[src/cssc_regs.svh]
`ifndef CSSC_REGS_SVH
`define CSSC_REGS_SVH
// Register byte addresses
`define CSSC_OSC_CTRL_ADDR 12'h000
`define CSSC_CFG_ADDR 12'h004
`define CSSC_PWR_ADDR 12'h008
`define CSSC_STAT_ADDR 12'h00c
`define CSSC_UNLOCK_ADDR 12'h010
// Oscillator control register fields
`define CSSC_CUR_LSB 12
`define CSSC_NEW_LSB 8
`define CSSC_LOCK_BIT 5
`define CSSC_FAIL_BIT 3
`define CSSC_SECEN_BIT 1
`define CSSC_REQ_BIT 0
// Configuration register fields
`define CSSC_CFG_SWEN_BIT 0
`define CSSC_CFG_INIT_LSB 4
`define CSSC_CFG_SUBM_LSB 8
`define CSSC_CFG_RESET 32'h0000_0001
// Power register fields
`define CSSC_PWR_DEEP_SLEEP_ENABLE_BIT 0
`define CSSC_PWR_SLEEP_CMD 8'h00
`define CSSC_PWR_IDLE_CMD 8'h01
`define CSSC_PWR_CMD_LSB 8
// Unlock keys: high byte pair and low byte pair
`define CSSC_KEY_HI1 32'h0000_0078
`define CSSC_KEY_HI2 32'h0000_009a
`define CSSC_KEY_LO1 32'h0000_0046
`define CSSC_KEY_LO2 32'h0000_0057
// Timing
`define CSSC_SETTLE_CYCLES 10
`define CSSC_OST_CYCLES 1024
`endif

[src/cssc_pkg.sv]
package cssc_pkg;
   typedef enum logic [2:0] {
      CSSC_SRC_FRC = 3'h0,
      CSSC_SRC_FAST_RC_WITH_PLL_SEL = 3'h1,
      CSSC_SRC_PRI = 3'h2,
      CSSC_SRC_PRIPLL = 3'h3,
      CSSC_SRC_SEC = 3'h4,
      CSSC_SRC_LOW_POWER_RC_OSC = 3'h5,
      CSSC_SRC_RSV6 = 3'h6,
      CSSC_SRC_RSV7 = 3'h7
   } cssc_src_t;
   typedef enum logic [5:0] {
      CSSC_ST_RUN = 6'h01,
      CSSC_ST_CHECK = 6'h02,
      CSSC_ST_START = 6'h04,
      CSSC_ST_SETTLE = 6'h08,
      CSSC_ST_SLEEP = 6'h10,
      CSSC_ST_IDLE = 6'h20
   } cssc_state_t;
   // Oscillator enables travel together
   typedef struct packed {
      logic fast_rc_osc;
      logic primary_osc;
      logic secondary_osc;
      logic low_power_rc_osc;
      logic pll;
   } cssc_osc_en_t;
   // Power mode outputs
   typedef struct packed {
      logic cpu_halt;
      logic sysclk_gate;
      logic periph_halt;
      logic pins_frozen;
      logic mem_power_off;
      logic wdt_clear;
   } cssc_pwr_t;
endpackage

[src/cssc_unlock.sv]
`timescale 1ns/1ps
`include "cssc_regs.svh"
// Two-key unlock: opens a single-access window to one byte of the control reg
module cssc_unlock (
   // Clock and reset
   input wire logic hclk,
   input wire logic hresetn,
   // Key writes and the consuming access
   input wire logic key_wr,
   input wire logic [31:0] key_data,
   input wire logic ctrl_wr,
   // Window state
   output logic hi_open,
   output logic lo_open
);
   logic [1:0] stage_ff;
   logic hi_sel_ff;
   logic hi_open_ff;
   logic lo_open_ff;
   wire first_hi = key_wr && key_data == `CSSC_KEY_HI1;
   wire first_lo = key_wr && key_data == `CSSC_KEY_LO1;
   wire second_ok = key_wr && stage_ff == 2'h1 &&
                    key_data == (hi_sel_ff ? `CSSC_KEY_HI2 : `CSSC_KEY_LO2);
   // Any control write closes both windows after it is used
   always_ff @(posedge hclk or negedge hresetn) begin
      if (!hresetn) begin
         stage_ff <= 2'h0;
         hi_sel_ff <= 1'b0;
         hi_open_ff <= 1'b0;
         lo_open_ff <= 1'b0;
      end else if (ctrl_wr) begin
         stage_ff <= 2'h0;
         hi_open_ff <= 1'b0; // [RULE23]
         lo_open_ff <= 1'b0;
      end else if (second_ok) begin
         stage_ff <= 2'h0;
         hi_open_ff <= hi_sel_ff; // [RULE23]
         lo_open_ff <= !hi_sel_ff;
      end else if (first_hi || first_lo) begin
         stage_ff <= 2'h1;
         hi_sel_ff <= first_hi;
         hi_open_ff <= 1'b0;
         lo_open_ff <= 1'b0;
      end else if (key_wr) begin
         stage_ff <= 2'h0; // A wrong key aborts the sequence
      end
   end
   assign hi_open = hi_open_ff;
   assign lo_open = lo_open_ff;
endmodule // cssc_unlock

[src/cssc_settle.sv]
`timescale 1ns/1ps
// Counts edges of the new clock (sampled as a level) once the source is ready
module cssc_settle #(
   parameter int COUNT = 10
) (
   // Clock and reset
   input wire logic hclk,
   input wire logic hresetn,
   // Control
   input wire logic run,
   input wire logic new_clk_tick,
   // Result
   output logic done
);
   localparam int W = $clog2(COUNT + 1);
   logic [W-1:0] cnt_ff;
   logic done_ff;
   initial begin
      if (COUNT < 1) $error("COUNT must be at least 1");
   end
   // Counter restarts whenever run drops, so an aborted switch leaves no residue
   always_ff @(posedge hclk or negedge hresetn) begin
      if (!hresetn) begin
         cnt_ff <= '0;
         done_ff <= 1'b0;
      end else if (!run) begin
         cnt_ff <= '0;
         done_ff <= 1'b0;
      end else if (new_clk_tick && !done_ff) begin
         cnt_ff <= cnt_ff + W'(1);
         done_ff <= (cnt_ff == W'(COUNT - 1)); // [RULE8]
      end
   end
   assign done = done_ff;
endmodule // cssc_settle

[src/cssc_top.sv]
// Our own choices: register access over AHB-Lite and the register addresses.
`timescale 1ns/1ps
`include "cssc_regs.svh"
// Function
// RULE1 - Switching and clock monitor work only when switch-enable config bit is 0
// RULE2 - With switching off, new-source ignored; current-source shows initial config
// RULE3 - With switching off, switch-request does nothing and reads 0
// RULE4 - Software unlocks high byte, writes new source, unlocks low byte, sets request
// RULE5 - Equal current and new source: request cleared, switch abandoned
// RULE6 - Valid switch start clears PLL lock and clock-fail flags
// RULE7 - Start new oscillator; wait startup timer for crystal, lock for PLL
// RULE8 - Count ten new-clock cycles before the change-over
// RULE9 - On completion clear request and copy new source into current source
// RULE10 - Old source off, except low-power RC in use or secondary enabled
// RULE11 - CPU keeps running throughout the switch
// RULE12 - Software never switches directly between the two PLL sources
// RULE13 - Primary submode fixed by config, not by switching
// RULE14 - Sleep stops clocks and code; Idle halts CPU, peripherals run
// RULE15 - Deep Sleep stops all but calendar and its watchdog, freezes pins, memory off
// RULE16 - Sleep shuts the system source, on-chip oscillator, freezes pins
// RULE17 - Clock-fail monitor inactive in Sleep
// RULE18 - Low-power RC runs in Sleep when watchdog or calendar uses it
// RULE19 - Watchdog count cleared just before Sleep
// RULE20 - System-clock peripherals off in Sleep; pin change and external-clock ones run
// RULE21 - Wake from Sleep or Idle on enabled interrupt, reset or watchdog time-out
// RULE22 - Wake from Sleep on the same clock source as before
// RULE23 - Two-key unlock opens one access to the targeted control byte
module cssc_top
   import cssc_pkg::*;
#(
   parameter int OST_CYCLES = `CSSC_OST_CYCLES,
   parameter int SETTLE_CYCLES = `CSSC_SETTLE_CYCLES
) (
   // Clock and reset
   input wire logic hclk,
   input wire logic hresetn,
   // AHB-Lite slave
   input wire logic hsel,
   input wire logic [31:0] haddr,
   input wire logic [1:0] htrans,
   input wire logic hwrite,
   input wire logic [2:0] hsize,
   input wire logic [31:0] hwdata,
   input wire logic hready,
   output logic hreadyout,
   output logic hresp,
   output logic [31:0] hrdata,
   // Oscillator side
   input wire logic pll_locked,
   input wire logic new_clk_tick,
   input wire logic clock_fail_detect,
   input wire logic wdt_uses_low_power_rc_osc,
   input wire logic rtc_uses_low_power_rc_osc,
   input wire logic wdt_enabled,
   // Wake events
   input wire logic irq_wake,
   input wire logic wdt_timeout,
   // Clock controls
   output cssc_osc_en_t osc_en,
   output logic [2:0] sysclk_sel,
   output logic [2:0] primary_submode,
   output logic fail_monitor_en,
   // Power state
   output cssc_pwr_t pwr
);
   localparam int OW = $clog2(OST_CYCLES + 1);
   initial begin
      if (OST_CYCLES < 1) $error("OST_CYCLES must be at least 1");
   end
   cssc_state_t st_ff, nxt_st;
   logic [31:0] cfg_ff;
   logic [2:0] cur_ff, new_ff;
   logic req_ff, lock_ff, fail_ff, secen_ff, deep_sleep_enable_ff, sleep_deep_ff;
   logic [OW-1:0] ost_ff;
   logic [11:0] a_ff;
   logic w_ff, act_ff;
   cssc_osc_en_t osc_en_ff;
   cssc_pwr_t pwr_ff;
   logic [31:0] rdata_ff;
   logic [2:0] sel_ff;

   // Address phase capture
   wire take = hsel && hready && htrans[1];
   always_ff @(posedge hclk or negedge hresetn) begin
      if (!hresetn) begin
         a_ff <= 12'h000;
         w_ff <= 1'b0;
         act_ff <= 1'b0;
      end else if (hready) begin
         a_ff <= haddr[11:0];
         w_ff <= hwrite;
         act_ff <= take;
      end
   end

   // Data phase decode
   wire wr = act_ff && w_ff;
   wire wr_ctrl = wr && a_ff == `CSSC_OSC_CTRL_ADDR;
   wire wr_cfg = wr && a_ff == `CSSC_CFG_ADDR;
   wire wr_pwr = wr && a_ff == `CSSC_PWR_ADDR;
   wire wr_key = wr && a_ff == `CSSC_UNLOCK_ADDR;
   wire sw_en = !cfg_ff[`CSSC_CFG_SWEN_BIT]; // [RULE1]
   wire [2:0] init_src = cfg_ff[`CSSC_CFG_INIT_LSB +: 3];
   wire hi_open, lo_open;

   cssc_unlock u_unlock (
      .hclk(hclk),
      .hresetn(hresetn),
      .key_wr(wr_key),
      .key_data(hwdata),
      .ctrl_wr(wr_ctrl),
      .hi_open(hi_open),
      .lo_open(lo_open)
   );

   // Source class helpers
   function automatic logic is_pll(input logic [2:0] s);
      is_pll = (s == CSSC_SRC_FAST_RC_WITH_PLL_SEL) || (s == CSSC_SRC_PRIPLL);
   endfunction
   function automatic logic is_xtal(input logic [2:0] s);
      is_xtal = (s == CSSC_SRC_PRI) || (s == CSSC_SRC_PRIPLL) || (s == CSSC_SRC_SEC);
   endfunction
   function automatic cssc_osc_en_t src_en(input logic [2:0] s);
      src_en = '0;
      src_en.fast_rc_osc = (s == CSSC_SRC_FRC) || (s == CSSC_SRC_FAST_RC_WITH_PLL_SEL);
      src_en.primary_osc = (s == CSSC_SRC_PRI) || (s == CSSC_SRC_PRIPLL);
      src_en.secondary_osc = (s == CSSC_SRC_SEC);
      src_en.low_power_rc_osc = (s == CSSC_SRC_LOW_POWER_RC_OSC);
      src_en.pll = is_pll(s);
   endfunction

   wire set_req = wr_ctrl && lo_open && hwdata[`CSSC_REQ_BIT] && sw_en; // [RULE3]
   wire settle_done;
   wire ost_done = (ost_ff == OW'(0));
   wire ready_new = (!is_xtal(new_ff) || ost_done) && (!is_pll(new_ff) || pll_locked); // [RULE7]
   wire pwr_cmd = wr_pwr && hwdata[`CSSC_PWR_CMD_LSB +: 8] == `CSSC_PWR_SLEEP_CMD;
   wire idle_cmd = wr_pwr && hwdata[`CSSC_PWR_CMD_LSB +: 8] == `CSSC_PWR_IDLE_CMD;
   wire wake = irq_wake || wdt_timeout; // [RULE21]
   wire low_power_rc_osc_keep = wdt_uses_low_power_rc_osc || rtc_uses_low_power_rc_osc;

   cssc_settle #(.COUNT(SETTLE_CYCLES)) u_settle (
      .hclk(hclk),
      .hresetn(hresetn),
      .run(st_ff == CSSC_ST_SETTLE),
      .new_clk_tick(new_clk_tick),
      .done(settle_done)
   );

   // Switch and power state machine; CPU never halted during a switch
   always_comb begin
      nxt_st = st_ff;
      case (st_ff)
         CSSC_ST_RUN: begin
            if (req_ff) nxt_st = CSSC_ST_CHECK;
            else if (pwr_cmd) nxt_st = CSSC_ST_SLEEP; // [RULE14]
            else if (idle_cmd) nxt_st = CSSC_ST_IDLE; // [RULE14]
         end
         CSSC_ST_CHECK: nxt_st = (cur_ff == new_ff) ? CSSC_ST_RUN : CSSC_ST_START; // [RULE5]
         CSSC_ST_START: if (ready_new) nxt_st = CSSC_ST_SETTLE;
         CSSC_ST_SETTLE: if (settle_done) nxt_st = CSSC_ST_RUN; // [RULE8]
         CSSC_ST_SLEEP: if (wake) nxt_st = CSSC_ST_RUN; // [RULE21]
         CSSC_ST_IDLE: if (wake) nxt_st = CSSC_ST_RUN; // [RULE21]
         default: nxt_st = CSSC_ST_RUN;
      endcase
   end

   wire switch_start = (st_ff == CSSC_ST_CHECK) && (cur_ff != new_ff);
   wire switch_done = (st_ff == CSSC_ST_SETTLE) && settle_done;
   wire in_switch = (st_ff == CSSC_ST_START) || (st_ff == CSSC_ST_SETTLE);

   always_ff @(posedge hclk or negedge hresetn) begin
      if (!hresetn) st_ff <= CSSC_ST_RUN;
      else st_ff <= nxt_st;
   end

   // Configuration word: writable by software, models the fuse word
   always_ff @(posedge hclk or negedge hresetn) begin
      if (!hresetn) cfg_ff <= `CSSC_CFG_RESET;
      else if (wr_cfg) cfg_ff <= hwdata;
   end

   // Control register fields
   always_ff @(posedge hclk or negedge hresetn) begin
      if (!hresetn) begin
         cur_ff <= 3'h0;
         new_ff <= 3'h0;
         req_ff <= 1'b0;
         secen_ff <= 1'b0;
         deep_sleep_enable_ff <= 1'b0;
      end else begin
         if (!sw_en) cur_ff <= init_src; // [RULE2]
         else if (switch_done) cur_ff <= new_ff; // [RULE9]
         if (wr_ctrl && hi_open) new_ff <= hwdata[`CSSC_NEW_LSB +: 3];
         if (wr_ctrl && lo_open) secen_ff <= hwdata[`CSSC_SECEN_BIT];
         if (!sw_en) req_ff <= 1'b0; // [RULE3]
         else if (set_req) req_ff <= 1'b1;
         else if ((st_ff == CSSC_ST_CHECK && cur_ff == new_ff) || switch_done)
            req_ff <= 1'b0; // [RULE5] [RULE9]
         if (wr_pwr) deep_sleep_enable_ff <= hwdata[`CSSC_PWR_DEEP_SLEEP_ENABLE_BIT];
         else if (st_ff == CSSC_ST_SLEEP && wake) deep_sleep_enable_ff <= 1'b0;
      end
   end

   // Lock and fail flags: hardware set wins over switch-start clear
   always_ff @(posedge hclk or negedge hresetn) begin
      if (!hresetn) begin
         lock_ff <= 1'b0;
         fail_ff <= 1'b0;
      end else begin
         if (pll_locked && is_pll(new_ff) && in_switch) lock_ff <= 1'b1;
         else if (switch_start) lock_ff <= 1'b0; // [RULE6]
         if (clock_fail_detect && fail_monitor_en) fail_ff <= 1'b1;
         else if (switch_start) fail_ff <= 1'b0; // [RULE6]
      end
   end

   // A crystal already running needs no start-up wait
   wire xtal_on = |(src_en(new_ff) & osc_en_ff & 5'h0c);
   // Startup timer reloads at switch start, runs only for crystal sources
   always_ff @(posedge hclk or negedge hresetn) begin
      if (!hresetn) ost_ff <= OW'(0);
      else if (switch_start && is_xtal(new_ff) && !xtal_on)
         ost_ff <= OW'(OST_CYCLES); // [RULE7]
      else if (st_ff == CSSC_ST_START && !ost_done) ost_ff <= ost_ff - OW'(1);
   end

   // Oscillator enables; old source drops at change-over
   cssc_osc_en_t nxt_osc;
   always_comb begin
      nxt_osc = src_en(cur_ff);
      if (in_switch) nxt_osc = nxt_osc | src_en(new_ff); // [RULE7]
      nxt_osc.low_power_rc_osc = nxt_osc.low_power_rc_osc || low_power_rc_osc_keep; // [RULE10]
      nxt_osc.secondary_osc = nxt_osc.secondary_osc || secen_ff; // [RULE10]
      if (st_ff == CSSC_ST_SLEEP) begin
         nxt_osc = '0; // [RULE16]
         nxt_osc.low_power_rc_osc = low_power_rc_osc_keep; // [RULE18]
         nxt_osc.secondary_osc = secen_ff;
      end
   end

   // Power outputs; deep sleep chosen by the enable latched at sleep entry
   cssc_pwr_t nxt_pwr;
   wire sleeping = (nxt_st == CSSC_ST_SLEEP);
   // The enable may come in the same write as the sleep command
   wire deep_sleep_enable_now = wr_pwr ? hwdata[`CSSC_PWR_DEEP_SLEEP_ENABLE_BIT] : deep_sleep_enable_ff;
   wire deep = sleeping && (st_ff == CSSC_ST_SLEEP ? sleep_deep_ff : deep_sleep_enable_now);
   always_comb begin
      nxt_pwr = '0;
      nxt_pwr.cpu_halt = sleeping || nxt_st == CSSC_ST_IDLE; // [RULE11] [RULE14]
      nxt_pwr.sysclk_gate = sleeping; // [RULE16] [RULE20]
      nxt_pwr.periph_halt = sleeping; // [RULE20]
      nxt_pwr.pins_frozen = sleeping; // [RULE16] [RULE15]
      nxt_pwr.mem_power_off = deep; // [RULE15]
      nxt_pwr.wdt_clear = pwr_cmd && st_ff == CSSC_ST_RUN && !req_ff && wdt_enabled; // [RULE19]
   end

   always_ff @(posedge hclk or negedge hresetn) begin
      if (!hresetn) sleep_deep_ff <= 1'b0;
      else if (st_ff != CSSC_ST_SLEEP) sleep_deep_ff <= deep_sleep_enable_now;
   end

   // Read mux decoded in the address phase; a read just behind a write sees old data
   wire [31:0] ctrl_rd = {17'h0, cur_ff, 1'b0, new_ff, 2'h0, lock_ff, 1'b0,
                          fail_ff, 1'b0, secen_ff, req_ff && sw_en}; // [RULE3]
   wire [31:0] stat_rd = {26'h0, st_ff};
   wire [31:0] rd_mux = (haddr[11:0] == `CSSC_OSC_CTRL_ADDR) ? ctrl_rd :
                        (haddr[11:0] == `CSSC_CFG_ADDR) ? cfg_ff :
                        (haddr[11:0] == `CSSC_PWR_ADDR) ? {31'h0, deep_sleep_enable_ff} :
                        (haddr[11:0] == `CSSC_STAT_ADDR) ? stat_rd : 32'h0;
   // Output registers; sysclk stays on cur_ff so Sleep wakes on the same source
   always_ff @(posedge hclk or negedge hresetn) begin
      if (!hresetn) begin
         osc_en_ff <= '0;
         pwr_ff <= '0;
         rdata_ff <= 32'h0;
         sel_ff <= 3'h0;
      end else begin
         osc_en_ff <= nxt_osc;
         pwr_ff <= nxt_pwr;
         rdata_ff <= (take && !hwrite) ? rd_mux : 32'h0;
         sel_ff <= switch_done ? new_ff : cur_ff; // [RULE22] [RULE9]
      end
   end

   logic mon_ff;
   logic [2:0] subm_ff;
   always_ff @(posedge hclk or negedge hresetn) begin
      if (!hresetn) begin
         mon_ff <= 1'b0;
         subm_ff <= 3'h0;
      end else begin
         mon_ff <= sw_en && nxt_st != CSSC_ST_SLEEP; // [RULE1] [RULE17]
         subm_ff <= cfg_ff[`CSSC_CFG_SUBM_LSB +: 3]; // [RULE13]
      end
   end

   assign hreadyout = 1'b1;
   assign hresp = 1'b0;
   assign hrdata = rdata_ff;
   assign osc_en = osc_en_ff;
   assign sysclk_sel = sel_ff;
   assign primary_submode = subm_ff;
   assign fail_monitor_en = mon_ff;
   assign pwr = pwr_ff;
endmodule // cssc_top

[config.mk]
export PLATFORM = sky130hd
export DESIGN_NAME = cssc_top
export DESIGN_NICKNAME = d
export VERILOG_FILES = /design/src/cssc_pkg.sv /design/src/cssc_unlock.sv /design/src/cssc_settle.sv /design/src/cssc_top.sv
export VERILOG_INCLUDE_DIRS = /design/src /design/src/src
export SDC_FILE = /design/constraint.sdc
export NUM_CORES = 1
export LEC_CHECK = 0
export BUFFER_PORTS_ARGS = -buffer_cell sky130_fd_sc_hd__buf_4
export CORE_MARGIN = 5
export CORE_UTILIZATION = 45
export CTS_BUF_LIST = sky130_fd_sc_hd__clkbuf_8
export DETAILED_ROUTE_END_ITERATION = 6
export HOLD_SLACK_MARGIN = 0.08
export PLACE_DENSITY = 0.68
export SLEW_MARGIN = 20
export SYNTH_ARGS = -nofsm -noshare
export SYNTH_HDL_FRONTEND = slang
export SYNTH_HIERARCHICAL = 1
export SYNTH_SLANG_ARGS = --single-unit
[constraint.sdc]
create_clock -name hclk -period 4.3 [get_ports hclk]
set_input_delay 0 -clock hclk [delete_from_list [all_inputs] [get_ports hclk]]
set_output_delay 0 -clock hclk [all_outputs]
set_load 0.02 [all_outputs]
==> flow_summary.json <==
{
  "outcome": "finished, final reports clean",
  "cts_buffers": 17,
  "grt_overflow": 0,
  "synth_flop_cell": "dfrtp_1",
  "fill_cells": 1017,
  "post-route-cell-area_mm2": 0.008023,
  "h-tree-depth": 4,
  "min_period_over_period_pct": 68.45,
  "peakVddDrop_mv": 0.2345,
  "clockRootBuffer": "clkbuf_8",
  "n_antenna_cell": 0,
  "maxSlewHeadroom_pct": 45.49,
  "placed_cell_area_mm2": 0.006818,
  "min_period_ns": 2.943,
  "via_per_inst": 5.289,
  "finClkSkew_ns": 0.01171,
  "dr.pass1.iters": 4,
  "worst_ep_arrival_time_ns": 3.26,
  "ant_nets": 0,
  "path_class": "flip-flop to flip-flop",
  "die_area_mm2": 0.01544,
  "maxCapViolations": 0,
  "dp_hpwl_um": 9803,
  "syn_area_mm2": 0.005873,
  "rsz0062_at_grt": "no",
  "drcViolationCount": 0,
  "ios": 134,
  "power.leakage_nw": 3.724,
  "io_buffers": 107,
  "hp-class": "primary input to flip-flop",
  "grt_max_degree": 61,
  "synthCells": 485,
  "synthToLayoutAreaGrowth_pct": 36.60,
  "row_count": 41,
  "cp-start-kind": "flip-flop",
  "synth-seq-cells": 132,
  "final_max_slew_viol_count": 0,
  "holdWs_ns": 0.2568,
  "grt_pass1_wl_um": 24030,
  "wl_per_cell_um": 16.81,
  "synthTopCellsByArea": "dfrtp_1 (55%), mux2_2 (11%), and2_1 (2.4%)",
  "start_util_pct": 46.16,
  "grt_use_total_pct": 19.31,
  "rrSetupSlack_ns": 1.36,
  "synth_enable_flop_cells": 0,
  "cts.repair.resized": 0,
  "insertion_delay_ns": 0.46,
  "endpoint_kind": "flip-flop",
  "synth_warnings": 6,
  "netlist.area_leader.share_pct": 55.39,
  "synth_cell_types": 70,
  "synth.avg_cell_area_um2": 12.11,
  "post_cts_buffers": 0,
  "hold_viol": 0,
  "yosys.area.top_type": "dfrtp_1",
  "grt_pass1_vias": 4793,
  "critPathMaxFanout": 4,
  "mostFrequentLayoutCell": "dfrtp_1",
  "die_y_um": 124.2,
  "synth_fp_nets": 570,
  "power_density_mw_per_mm2": 352.5,
  "fmax_ghz": 0.3398,
  "tightest_slew_ns": 0.8050,
  "antenna_found_initial": 0,
  "cts_buffer_depth": 2,
  "critPathRequiredTime_ns": 4.61,
  "drt_first_iter_violations": 253,
  "die_w_um": 124.2,
  "async_flop_share_pct": 100.0,
  "vias": 4501,
  "ys_seq_area_share_pct": 56.28,
  "finalSetupViolations": 0,
  "total_power_mw": 2.828,
  "fin_tns_setup_ns": 0,
  "path_clk_slew_ns": 0.08,
  "final_nets": 751,
  "mostFrequentLayoutCells": "dfrtp_1 (130), buf_4 (110), dlygate4sd3_1 (73), mux2_2 (57), nor2_1 (26)",
  "routed_wl_um": 14310,
  "drive_gt1_share_pct": 32.99,
  "core_area_mm2": 0.01272,
  "cts_tree": "done",
  "cts_hold_buffers": 74,
  "gp_congestion": 0.8217,
  "cts_sinks": 132
}
## per-layer routing
layer / part of all wire, % / GRT usage (%) / routed length (um) / vias to the layer above
met2: 51 / 32.57 / 7362 / 99
met5: 0 / 0 / 0 / -
met1: 42 / 23.83 / 6008 / 2245
met3: 5.0 / 5.103 / 710 / 16
li1: - / - / - / 2141
met4: 1.6 / 7.092 / 228 / 0
## final timing paths
path / start / to / cells after the start
setup reg to reg: a_ff[0] / u_unlock/lo_open / 7
setup / recovery: a_ff[0] / u_unlock/lo_open / 7
min in group asynchronous: hresetn / st_ff[0] / 3
hold reg to reg: cfg_ff[8] / primary_submode[0] / 0
hold / removal: htrans[1] / hrdata[3] / 4
max in group asynchronous: hresetn / u_unlock/hi_sel_ff / 4
## Yosys cell counts (all sizes together) (4+ instances only)
| library cell | count |
|---|---|
| a21oi | 16 |
| and2 | 23 |
| buf | 9 |
| clkbuf | 13 |
| dfrtp | 130 |
| inv | 15 |
| mux2 | 57 |
| mux2i | 11 |
| nand2 | 14 |
| nand2b | 10 |
| nand3 | 6 |
| nand3b | 5 |
| nand4 | 9 |
| nor2 | 27 |
| nor2b | 6 |
| nor3 | 5 |
| nor3b | 7 |
| nor4 | 18 |
| o21ai | 11 |
| o31ai | 6 |
| o32ai | 4 |
| or2 | 5 |
| or3 | 8 |
| or4 | 15 |
| xor2 | 4 |
## sequential cells by signal, summed over array words and instances, names as in the netlist, 3 cells and up
register	flops
a_ff	12
cfg_ff	32
cur_ff	3
hrdata	32
new_ff	3
osc_en	5
ost_ff	11
primary_submode	3
pwr	4
st_ff	6
sysclk_sel	3
u_settle/cnt_ff	4
## cells by family (layout without fill, tap and decap cells)
logic type      Yosys count  after routing  share of synthesized area [%]
mux                      68             68                          12.80
buf+inv                  37            231                          2.684
fa+ha+maj                 3              3                         0.6392
xor+xnor                  5              5                         0.7456
simple gates            169            169                          18.19
other cells               2              2                         0.1279
compound gates           69             69                          8.522
flops                   132            132                          56.28
## critical path, stage by stage (launching register included)
cell,delay [ns]
dfrtp_1,0.40
or4_1,0.59
or4_1,0.53
nor3b_1,0.41
and4_1,0.28
a21bo_2,0.26
a311oi_2,0.23
o32ai_1,0.11
## layout make-up
class	count	area, um^2	area share, %
repair buffers	184	1577	19.65
flip-flops and latches	132	3306	41.20
inverters	15	56.30	0.7018
well taps	172	215.2	2.682
clock inverters	13	181.4	2.261
clock buffers	19	261.5	3.260
multi-input cells	316	2426	30.24
## power breakdown
group	switching (mW)	internal, mW
Combinational	0.151	0.185
Clock	0.486	0.660
Sequential	0.0492	1.30
## stage by stage
step | setup WS, ns | cells | util [%]
floorplan | 1.608 | 485 | -
global placement | 1.444 | 745 | 53.59
detailed placement | 1.363 | 745 | 53.59
CTS | 1.369 | 851 | 62.97
global route | 1.166 | 851 | 63.06
finish | 1.357 | 851 | 63.06
Note: power is estimated with default switching activity, not from simulation.
